## src/include/acs_pkg.sv

```systemverilog
package acs_pkg;
    // ==========================================================
    // bus and register map (index; byte address is four times it)
    localparam int ADR_W = 18;
    localparam logic [15:0] IDX_RESULT_A = 16'hFFE0;
    localparam logic [15:0] IDX_RESULT_B = 16'hFFE2;
    localparam logic [15:0] IDX_RESULT_C = 16'hFFE4;
    localparam logic [15:0] IDX_RESULT_D = 16'hFFE6;
    localparam logic [15:0] IDX_CTRL_STATUS = 16'hFFE8;
    localparam logic [15:0] IDX_TRIGGER_CTRL = 16'hFFEA;
    localparam logic [15:0] IDX_IRQ_STATUS = 16'hFFEC;
    localparam logic [15:0] IDX_IRQ_MASK = 16'hFFEE;
    localparam logic [7:0] CSR_RST = 8'h00;
    localparam logic [7:0] TRIG_RST = 8'h7F;
    localparam logic [6:0] TRIG_RSVD = 7'h7F;
    localparam logic [7:0] RESULT_RST = 8'h00;
    localparam int TRIG_EN_BIT = 7;
    localparam int END_FLAG_BIT = 7;
    // ==========================================================
    // interrupt status and mask layout
    localparam int IRQ_W = 2;
    localparam int IRQ_CYCLE_BIT = 0;
    localparam int IRQ_CHAN_BIT = 1;
    localparam logic [IRQ_W-1:0] IRQ_RST = 2'h0;
    // ==========================================================
    // conversion timing
    localparam int SYS_CLK_MHZ = 250;
    localparam int CONV_FAST_NS = 12200;
    localparam int CONV_SLOW_NS = 24200;
    localparam int CONV_FAST_CYC = (CONV_FAST_NS * SYS_CLK_MHZ + 999) / 1000;
    localparam int CONV_SLOW_CYC = (CONV_SLOW_NS * SYS_CLK_MHZ + 999) / 1000;
    localparam int SAR_BITS = 8;
    localparam int SAR_PHASES = SAR_BITS + 1;
    localparam int CNT_W = 13;
    localparam logic [CNT_W-1:0] CNT_ONE = 13'h0001;
    localparam logic [7:0] SAR_MSB = 8'h80;
    localparam logic [7:0] SAR_LSB = 8'h01;
    // ==========================================================
    // types
    typedef struct packed {
        logic end_flag;
        logic irq_enable;
        logic start;
        logic scan;
        logic time_select;
        logic group_select;
        logic [1:0] chan_select;
    } acs_csr_t;

    typedef struct packed {
        logic cyc;
        logic stb;
        logic we;
        logic [ADR_W-1:0] adr;
        logic [3:0] sel;
        logic [31:0] dat;
    } acs_wb_req_t;

    typedef enum logic [1:0] {
        CORE_IDLE = 2'b00,
        CORE_SAMPLE = 2'b01,
        CORE_BITS = 2'b10
    } acs_core_state_t;

    typedef enum logic [1:0] {
        SEQ_IDLE = 2'b00,
        SEQ_CONV = 2'b01,
        SEQ_STORE = 2'b10
    } acs_seq_state_t;
endpackage : acs_pkg

```

## src/rtl/acs_sar_core.sv

```systemverilog
module acs_sar_core (
    // clock and reset
    input wire logic sys_clk,
    input wire logic reset,
    // control
    input wire logic start,
    input wire logic abort,
    input wire logic [acs_pkg::CNT_W-1:0] bit_cyc,
    // comparator
    input wire logic cmp_hi,
    // status and data
    output logic busy_ff,
    output logic sampling_ff,
    output logic done_ff,
    output logic [7:0] dac_code_ff,
    output logic [7:0] result_ff
);
    import acs_pkg::*;

    acs_core_state_t state_ff;
    logic [CNT_W-1:0] cnt_ff;
    logic [7:0] mask_ff;
    logic phase_end;

    assign phase_end = (cnt_ff == bit_cyc);

    // ==========================================================
    // sample phase, then one trial per bit, msb first
    always_ff @(posedge sys_clk) begin
        done_ff <= 1'b0;
        if (reset || abort) begin
            state_ff <= CORE_IDLE;
            cnt_ff <= CNT_ONE;
            mask_ff <= SAR_MSB;
            dac_code_ff <= RESULT_RST;
            result_ff <= RESULT_RST;
            busy_ff <= 1'b0;
            sampling_ff <= 1'b0;
        end else begin
            cnt_ff <= phase_end ? CNT_ONE : cnt_ff + CNT_ONE;
            unique case (state_ff)
                CORE_IDLE: begin
                    cnt_ff <= CNT_ONE;
                    if (start) begin
                        state_ff <= CORE_SAMPLE;
                        busy_ff <= 1'b1;
                        sampling_ff <= 1'b1;
                        mask_ff <= SAR_MSB;
                        result_ff <= RESULT_RST;
                    end
                end
                CORE_SAMPLE: begin
                    if (phase_end) begin
                        state_ff <= CORE_BITS;
                        sampling_ff <= 1'b0;
                        dac_code_ff <= SAR_MSB;
                    end
                end
                CORE_BITS: begin
                    if (phase_end) begin
                        // keep the trial bit when the input is at or above it
                        if (cmp_hi) begin
                            result_ff <= dac_code_ff;
                        end
                        mask_ff <= mask_ff >> 1;
                        dac_code_ff <= (cmp_hi ? dac_code_ff : result_ff) | (mask_ff >> 1);
                        if (mask_ff == SAR_LSB) begin
                            state_ff <= CORE_IDLE;
                            busy_ff <= 1'b0;
                            done_ff <= 1'b1;
                            dac_code_ff <= RESULT_RST;
                        end
                    end
                end
                default: begin
                    state_ff <= CORE_IDLE;
                end
            endcase
        end
    end
endmodule : acs_sar_core

```

## src/rtl/acs_top.sv

```systemverilog
// Operation
// - eight-bit successive approximation result, one of eight analog inputs selected.
// - fastest setting never converts a channel quicker than 12.2 us.
// - single mode performs exactly one conversion per start.
// - scan mode cycles continuously over one to four channels.
// - four 8-bit result registers keep results of up to four channels.
// - interrupt can be requested at the end of each conversion cycle.
// - inputs 0..3 form group 0, inputs 4..7 form group 1.
// - external trigger input may start conversions when selected by software.
// - result registers a..d serve inputs 0/4, 1/5, 2/6, 3/7.
// - result registers are read-only and readable even mid-conversion.
// - result registers clear to zero at reset and in standby.
// - end flag bit 7 clears on writing zero; writing one does nothing.
// - start bit runs converter; single clears after one, scan stays set.
// - end flag sets at single end or scan set end; interrupt if enabled.
// - group bit and two channel bits pick single channel or scan last channel.
// - trigger enabled, falling trigger edge sets start bit; software may too.
module acs_top #(
    parameter int CONV_FAST_CYCLES = acs_pkg::CONV_FAST_CYC,
    parameter int CONV_SLOW_CYCLES = acs_pkg::CONV_SLOW_CYC
) (
    // clock and reset
    input wire logic sys_clk,
    input wire logic reset,
    input wire logic standby,
    // wishbone slave
    input wire logic wb_cyc_i,
    input wire logic wb_stb_i,
    input wire logic wb_we_i,
    input wire logic [acs_pkg::ADR_W-1:0] wb_adr_i,
    input wire logic [3:0] wb_sel_i,
    input wire logic [31:0] wb_dat_i,
    output logic [31:0] wb_dat_o,
    output logic wb_ack_o,
    // analog front end
    output logic [2:0] analog_sel,
    output logic sample_hold,
    output logic [7:0] dac_code,
    input wire logic cmp_hi,
    // external trigger
    input wire logic ext_conv_trigger,
    // interrupt
    output logic conv_done_irq
);
    import acs_pkg::*;

    localparam logic [CNT_W-1:0] BIT_FAST_CYC = CNT_W'((CONV_FAST_CYCLES + SAR_PHASES - 1) / SAR_PHASES);
    localparam logic [CNT_W-1:0] BIT_SLOW_CYC = CNT_W'((CONV_SLOW_CYCLES + SAR_PHASES - 1) / SAR_PHASES);

    // ==========================================================
    // declarations
    acs_wb_req_t req;
    acs_csr_t csr_ff;
    acs_csr_t wr_csr;
    acs_seq_state_t seq_ff;
    logic trig_en_ff;
    logic [7:0] result_ff [4];
    logic [IRQ_W-1:0] irq_status_ff;
    logic [IRQ_W-1:0] irq_mask_ff;
    logic [2:0] chan_ff;
    logic core_start_ff;
    logic trig_prev_ff;
    logic ack_ff;
    logic [31:0] rdata_ff;
    logic irq_ff;
    logic [2:0] sel_ff;
    logic hold_ff;
    logic [7:0] dac_ff;
    logic clr_all;
    logic req_live;
    logic wr_fire;
    logic [15:0] idx;
    logic wr_csr_hit;
    logic wr_trig_hit;
    logic wr_irq_st_hit;
    logic wr_irq_mask_hit;
    logic trig_fall;
    logic core_sampling;
    logic core_done;
    logic [7:0] core_dac;
    logic [7:0] core_result;
    logic core_abort;
    logic [CNT_W-1:0] bit_cyc;
    logic chan_store;
    logic chan_last;
    logic cycle_end;
    logic single_end;
    logic [2:0] first_chan;

    assign req = '{cyc: wb_cyc_i, stb: wb_stb_i, we: wb_we_i, adr: wb_adr_i, sel: wb_sel_i, dat: wb_dat_i};
    assign clr_all = reset || standby;
    assign wr_csr = acs_csr_t'(req.dat[7:0]);

    // ==========================================================
    // wishbone decode
    assign req_live = req.cyc && req.stb;
    assign idx = req.adr[ADR_W-1:2];
    // the write lands on the edge where the master sees ack
    assign wr_fire = req_live && req.we && ack_ff && req.sel[0];
    assign wr_csr_hit = wr_fire && (idx == IDX_CTRL_STATUS);
    assign wr_trig_hit = wr_fire && (idx == IDX_TRIGGER_CTRL);
    assign wr_irq_st_hit = wr_fire && (idx == IDX_IRQ_STATUS);
    assign wr_irq_mask_hit = wr_fire && (idx == IDX_IRQ_MASK);

    always_ff @(posedge sys_clk) begin
        if (reset) begin
            ack_ff <= 1'b0;
        end else begin
            ack_ff <= req_live && !ack_ff;
        end
    end

    // read data captured as ack rises; result registers ignore writes
    always_ff @(posedge sys_clk) begin
        if (reset) begin
            rdata_ff <= '0;
        end else if (req_live && !ack_ff) begin
            rdata_ff <= '0;
            unique case (idx)
                IDX_RESULT_A: rdata_ff[7:0] <= result_ff[0];
                IDX_RESULT_B: rdata_ff[7:0] <= result_ff[1];
                IDX_RESULT_C: rdata_ff[7:0] <= result_ff[2];
                IDX_RESULT_D: rdata_ff[7:0] <= result_ff[3];
                IDX_CTRL_STATUS: rdata_ff[7:0] <= csr_ff;
                IDX_TRIGGER_CTRL: rdata_ff[7:0] <= {trig_en_ff, TRIG_RSVD};
                IDX_IRQ_STATUS: rdata_ff[IRQ_W-1:0] <= irq_status_ff;
                IDX_IRQ_MASK: rdata_ff[IRQ_W-1:0] <= irq_mask_ff;
                default: rdata_ff <= '0;
            endcase
        end
    end

    // ==========================================================
    // external trigger edge
    always_ff @(posedge sys_clk) begin
        if (reset) begin
            trig_prev_ff <= 1'b1;
        end else begin
            trig_prev_ff <= ext_conv_trigger;
        end
    end

    assign trig_fall = trig_en_ff && trig_prev_ff && !ext_conv_trigger;

    // ==========================================================
    // trigger control register
    always_ff @(posedge sys_clk) begin
        if (clr_all) begin
            trig_en_ff <= TRIG_RST[TRIG_EN_BIT];
        end else if (wr_trig_hit) begin
            trig_en_ff <= req.dat[TRIG_EN_BIT];
        end
    end

    // ==========================================================
    // channel selection
    // group bit picks the bank, scans start at its first input
    assign first_chan = {csr_ff.group_select, 2'b00};
    assign chan_last = csr_ff.scan ? (chan_ff[1:0] == csr_ff.chan_select) : 1'b1;
    assign chan_store = (seq_ff == SEQ_STORE);
    assign single_end = chan_store && !csr_ff.scan;
    assign cycle_end = chan_store && chan_last;
    assign core_abort = clr_all || ((seq_ff != SEQ_IDLE) && !csr_ff.start);
    assign bit_cyc = csr_ff.time_select ? BIT_FAST_CYC : BIT_SLOW_CYC;

    // ==========================================================
    // control/status register
    always_ff @(posedge sys_clk) begin
        if (clr_all) begin
            csr_ff <= acs_csr_t'(CSR_RST);
        end else begin
            if (wr_csr_hit) begin
                csr_ff.irq_enable <= wr_csr.irq_enable;
                csr_ff.scan <= wr_csr.scan;
                csr_ff.time_select <= wr_csr.time_select;
                csr_ff.group_select <= wr_csr.group_select;
                csr_ff.chan_select <= wr_csr.chan_select;
            end
            // only a zero clears; hardware set wins
            if (cycle_end) begin
                csr_ff.end_flag <= 1'b1;
            end else if (wr_csr_hit && !req.dat[END_FLAG_BIT]) begin
                csr_ff.end_flag <= 1'b0;
            end
            // trigger beats both hardware and software clear
            if (trig_fall) begin
                csr_ff.start <= 1'b1;
            end else if (single_end) begin
                csr_ff.start <= 1'b0;
            end else if (wr_csr_hit) begin
                csr_ff.start <= wr_csr.start;
            end
        end
    end

    // ==========================================================
    // conversion sequencer
    always_ff @(posedge sys_clk) begin
        if (clr_all) begin
            seq_ff <= SEQ_IDLE;
            chan_ff <= 3'h0;
            core_start_ff <= 1'b0;
        end else begin
            core_start_ff <= 1'b0;
            unique case (seq_ff)
                SEQ_IDLE: begin
                    if (csr_ff.start) begin
                        seq_ff <= SEQ_CONV;
                        core_start_ff <= 1'b1;
                        chan_ff <= csr_ff.scan ? first_chan : {csr_ff.group_select, csr_ff.chan_select};
                    end
                end
                SEQ_CONV: begin
                    if (!csr_ff.start) begin
                        seq_ff <= SEQ_IDLE;
                    end else if (core_done) begin
                        seq_ff <= SEQ_STORE;
                    end
                end
                SEQ_STORE: begin
                    if (!csr_ff.scan) begin
                        seq_ff <= SEQ_IDLE;
                    end else if (!csr_ff.start) begin
                        seq_ff <= SEQ_IDLE;
                    end else begin
                        // next input only after this one is stored
                        seq_ff <= SEQ_CONV;
                        core_start_ff <= 1'b1;
                        chan_ff <= chan_last ? first_chan : chan_ff + 3'h1;
                    end
                end
                default: begin
                    seq_ff <= SEQ_IDLE;
                end
            endcase
        end
    end

    // ==========================================================
    // result registers, one per channel position
    genvar g;
    generate
        for (g = 0; g < 4; g = g + 1) begin : g_result
            always_ff @(posedge sys_clk) begin
                if (clr_all) begin
                    result_ff[g] <= RESULT_RST;
                end else if (core_done && (seq_ff == SEQ_CONV) && (chan_ff[1:0] == 2'(g))) begin
                    result_ff[g] <= core_result;
                end
            end
        end
    endgenerate

    // ==========================================================
    // interrupt status, mask and output
    always_ff @(posedge sys_clk) begin
        if (clr_all) begin
            irq_status_ff <= IRQ_RST;
            irq_mask_ff <= IRQ_RST;
        end else begin
            if (wr_irq_mask_hit) begin
                irq_mask_ff <= req.dat[IRQ_W-1:0];
            end
            for (int i = 0; i < IRQ_W; i++) begin
                if (wr_irq_st_hit && req.dat[i]) begin
                    irq_status_ff[i] <= 1'b0;
                end
            end
            // set wins over a same-cycle clear
            if (cycle_end) begin
                irq_status_ff[IRQ_CYCLE_BIT] <= 1'b1;
            end
            if (chan_store) begin
                irq_status_ff[IRQ_CHAN_BIT] <= 1'b1;
            end
        end
    end

    always_ff @(posedge sys_clk) begin
        if (clr_all) begin
            irq_ff <= 1'b0;
        end else begin
            irq_ff <= (csr_ff.end_flag && csr_ff.irq_enable) || (|(irq_status_ff & irq_mask_ff));
        end
    end

    // ==========================================================
    // analog front end drive
    always_ff @(posedge sys_clk) begin
        if (clr_all) begin
            sel_ff <= 3'h0;
            hold_ff <= 1'b0;
            dac_ff <= RESULT_RST;
        end else begin
            sel_ff <= chan_ff;
            hold_ff <= core_sampling;
            dac_ff <= core_dac;
        end
    end

    acs_sar_core u_core (
        .sys_clk(sys_clk),
        .reset(reset),
        .start(core_start_ff),
        .abort(core_abort),
        .bit_cyc(bit_cyc),
        .cmp_hi(cmp_hi),
        .busy_ff(),
        .sampling_ff(core_sampling),
        .done_ff(core_done),
        .dac_code_ff(core_dac),
        .result_ff(core_result)
    );

    // ==========================================================
    // outputs
    assign wb_ack_o = ack_ff;
    assign wb_dat_o = rdata_ff;
    assign conv_done_irq = irq_ff;
    assign analog_sel = sel_ff;
    assign sample_hold = hold_ff;
    assign dac_code = dac_ff;
endmodule : acs_top

```

## config.mk

```make
export PLATFORM = sky130hd
export DESIGN_NAME = acs_top
export DESIGN_NICKNAME = d
export VERILOG_FILES = /design/src/include/acs_pkg.sv /design/src/rtl/acs_sar_core.sv /design/src/rtl/acs_top.sv
export SDC_FILE = /design/constraint.sdc
export NUM_CORES = 1
export LEC_CHECK = 0
export ABC_CLOCK_PERIOD_IN_PS = 2300
export BUFFER_PORTS_ARGS = -buffer_cell sky130_fd_sc_hd__buf_2
export CAP_MARGIN = 0
export CORE_ASPECT_RATIO = 0.75
export CORE_MARGIN = 10
export CORE_UTILIZATION = 50
export CTS_BUF_LIST = sky130_fd_sc_hd__clkbuf_2 sky130_fd_sc_hd__clkbuf_4 sky130_fd_sc_hd__clkbuf_8
export CTS_CLUSTER_DIAMETER = 60
export DETAILED_ROUTE_END_ITERATION = 10
export HOLD_SLACK_MARGIN = 0.06
export PLACE_DENSITY_LB_ADDON = 0.3
export SYNTH_ARGS = -nofsm -noshare
export SYNTH_HDL_FRONTEND = slang
export SYNTH_SLANG_ARGS = --single-unit
export TNS_END_PERCENT = 10
```

## constraint.sdc

```tcl
create_clock -name sys_clk -period 2.3 [get_ports sys_clk]
set_input_delay 0.115 -clock sys_clk [delete_from_list [all_inputs] [get_ports sys_clk]]
set_output_delay 0.115 -clock sys_clk [all_outputs]
set_load 0.01 [all_outputs]
```

==> impl_metrics.csv <==
group,metric,value,unit
outcome,status,"complete, no violations",
global_route,grt-busiest-layer,"met2",
sta,fin_hold_ws,0.139,ns
cells_and_area,syn_to_final_growth,15.1,%
sta,fin_tns_setup,0,ns
routing,drtPass1Iterations,5,
cells_and_area,layout.nets,654,
floorplanning,core,10300,µm²
yosys,ys_ff_latch,115,
yosys,synth.cell_area,5290,µm²
yosys,ys.flop_type,"dfxtp_1",
global_route,met3_usage,6.39,%
pwr,p_leak,2.51,nW
sta,setup_viol,0,
cts,cts-root-buf,"clkbuf_8",
sta,tightestPinTransition,0.812,ns
global_route,met1_usage,19.5,%
yosys,synth-seq-area-share,49.6,%
sta,hold_viol_final,0,
floorplanning,chipHeight,109,µm
global_route,grtUsageMet2,25.4,%
global_route,track_usage,16.0,%
routing,wl_per_cell,16.4,µm
sta,final.period_utilization,91.3,%
cts,cts_resized,0,
sta,grt_setup_unrepaired,"false",
placement,place.gp.congestion,0.831,
setup_path,critPathLaunchType,"register",
cts,cts.sinks,115,
placement,hpwlAfterDp,8640,µm
yosys,async_reset_ff_share,0,%
setup_path,endpoint_kind,"register",
global_route,grt_pass1_vias,3879,
floorplanning,io_pins,108,
setup_path,crit_required,2.66,ns
run,max_cap_viol_count,0,
global_route,grt_pass1_wl,19400,µm
floorplanning,die-area,15100,µm²
cells_and_area,final_cell_area,6090,µm²
placement,place_area,5590,µm²
cells_and_area,drive_gt1_share,20.2,%
hold_path,hold_class,"primary input to register",
cells_and_area,n_fill_cell,862,
placement,io_buffers,54,
global_route,grt_overflow,0,
yosys,synth.avg_cell_area,10.1,µm²
setup_path,cp.arrival,2.47,ns
yosys,yosysWarnings,0,
cts,clkSlewWorstSetupHoldPaths,0.07,ns
routing,drt_iter0_drc,294,
global_route,grt_max_degree,33,
yosys,synth-edff-count,32,
cts,clockBufferDepth,2,
routing,drtAntennaViolNets,0,
routing,viasPerCell,5.42,
floorplanning,num_rows,32,
sta,worst_slew_margin_rel,45.8,%
sta,clock_skew,0.00871,ns
cts,clk_latency,0.44,ns
sta,period_needed,2.10,ns
sta,clock.fmax,476,MHz
pwr,power.density,695,nW/µm²
cts,numCtsBuffers,17,
cts,htree_levels,4,
routing,drcViolationCount,0,
routing,totalWireLength,12100,µm
floorplanning,die_w,139,µm
cells_and_area,num_antenna_cells,0,
setup_path,worstSetupPathType,"register to register",
sta,drv_slew,0,
setup_path,crit_fanout,7,
global_route,antenna_found_initial,0,
routing,vias,3986,
floorplanning,initial_core_util,51.4,%
yosys,synthCells,521,
cts,cts_tree,"done",
yosys,ys_types,64,
pwr,ir_worst_vdd,0.000394,V
==> final timing paths <==
check / startpoint / to / slack, ns / cells past startpoint
max reg2reg: u_core.cnt_ff[1] / u_core.dac_code_ff[0] / 0.20 / 5
min reg2reg: u_core.cnt_ff[0] / u_core.cnt_ff[0] / 0.46 / 1
max: u_core.cnt_ff[1] / u_core.dac_code_ff[0] / 0.20 / 5
min: standby / chan_ff[0] / 0.14 / 5
==> critical path: stages, from the launching register on <==
cell and delay, ns:
dfxtp_1 0.41, or2b_1 0.27, nor4b_1 0.47, o21ai_1 0.28
nor2_4 0.36, mux2i_1 0.23
==> flip-flops by register name, indices dropped and copies added (netlist names), 2 cells and up <==
| name | cells |
|---|---|
| analog_sel | 3 |
| chan_ff | 3 |
| csr_ff | 8 |
| dac_code | 8 |
| irq_mask_ff | 2 |
| irq_status_ff | 2 |
| result_ff | 32 |
| seq_ff | 2 |
| u_core.cnt_ff | 13 |
| u_core.dac_code_ff | 8 |
| u_core.mask_ff | 8 |
| u_core.result_ff | 8 |
| u_core.state_ff | 2 |
| wb_dat_o | 8 |
==> timing repair <==
action	in CTS	in global routing
setup buffers	0	0
hold endpoints to repair	21	0
hold buffers	10	0
==> routing by layer <==
| metal | part of all wire (%) | wire length [µm] |
|---|---|---|
| met5 | 0 | 0 |
| met4 | 0.95 | 114 |
| met3 | 7.4 | 886 |
| met2 | 46 | 5510 |
| met1 | 46 | 5550 |
==> cells by family (layout without fill, tap and decap cells) <==
group,count (synthesis),after routing,synth area share (%)
multiplexers,35,35,7.38
flip-flops,115,115,49.6
other,1,24,0.0709
buffers and inverters,57,112,6.08
XOR/XNOR,14,14,2.32
AO/OA/AOI/OAI,90,90,12.3
AND/OR/NAND/NOR,204,204,21.1
adder cells (fa/ha/maj),5,5,1.18
==> stage by stage <==
| step | instances | setup WS [ns] | total power [W] | util [%] |
|---|---|---|---|---|
| 6_report | 735 | 0.199 | 0.00423 | 59.2 |
| 3_5_place_dp | 694 | 0.214 | 0.00235 | 54.3 |
| 2_1_floorplan | 544 | 0.478 | 0.00232 | - |
| 3_3_place_gp | 694 | 0.281 | 0.00235 | 54.3 |
| 5_1_grt | 735 | 0.0829 | 0.00438 | 59.2 |
| 4_1_cts | 735 | 0.182 | 0.00425 | 59.2 |
==> cell type report <==
| class | instances | area [µm²] | area share (%) |
|---|---|---|---|
| flip-flops and latches | 115 | 2620 | 43.1 |
| multi-input cells | 372 | 2430 | 39.9 |
| repair buffers | 72 | 430 | 7.07 |
| clock buffers | 26 | 327 | 5.36 |
| well taps | 136 | 170 | 2.80 |
| clock inverters | 5 | 75.1 | 1.23 |
| inverters | 9 | 33.8 | 0.555 |
==> cell usage in the layout (no fill, tap or decap), types with 3 or more instances in the layout <==
master	n
dfxtp_1	83
buf_2	54
nor2_1	47
nand2_1	46
and3_1	38
edfxtp_1	32
conb_1	24
mux2i_1	21
clkbuf_8	21
o21ai_0	19
a22o_1	18
a21oi_1	14
nand3_1	13
mux2_2	12
and2_1	11
dlygate4sd3_1	10
inv_1	9
nor3_1	9
buf_4	8
xor2_1	7
xnor2_1	7
nor4_1	6
a31oi_1	6
nor2b_1	5
o211ai_1	5
a21o_1	5
ha_1	5
clkbuf_4	5
nand2b_1	4
a311oi_1	4
nand3b_1	4
or2_2	3
a211oi_1	3
clkinv_2	3
==> cell usage after synthesis, drive strengths merged (3+ instances only) <==
cell | n | area [µm²]
dfxtp | 83 | 1660
nor2 | 49 | 194
nand2 | 46 | 173
and3 | 39 | 245
buf | 32 | 228
edfxtp | 32 | 961
mux2i | 21 | 210
o21ai | 20 | 100
a22o | 18 | 158
clkbuf | 16 | 60.1
a21oi | 14 | 70.1
nand3 | 13 | 65.1
mux2 | 12 | 135
and2 | 11 | 68.8
nor3 | 10 | 55.1
inv | 9 | 33.8
nor4 | 7 | 58.8
xnor2 | 7 | 61.3
xor2 | 7 | 61.3
a31oi | 6 | 37.5
a21o | 5 | 37.5
ha | 5 | 62.6
nor2b | 5 | 31.3
o211ai | 5 | 37.5
a311oi | 4 | 35.0
nand2b | 4 | 25.0
nand3b | 4 | 30.0
a211oi | 3 | 22.5
or2 | 3 | 18.8
==> where the power goes <==
group	total, W	leakage, nW	internal [W]	switching, W
clock	0.00190	0.214	0.00113	0.000778
combinational	0.000199	1.28	0.0000784	0.000121
sequential	0.00213	1.02	0.00211	0.0000122
total	0.00423	2.51	0.00332	0.000911
Power figures use the tool's default switching activity.
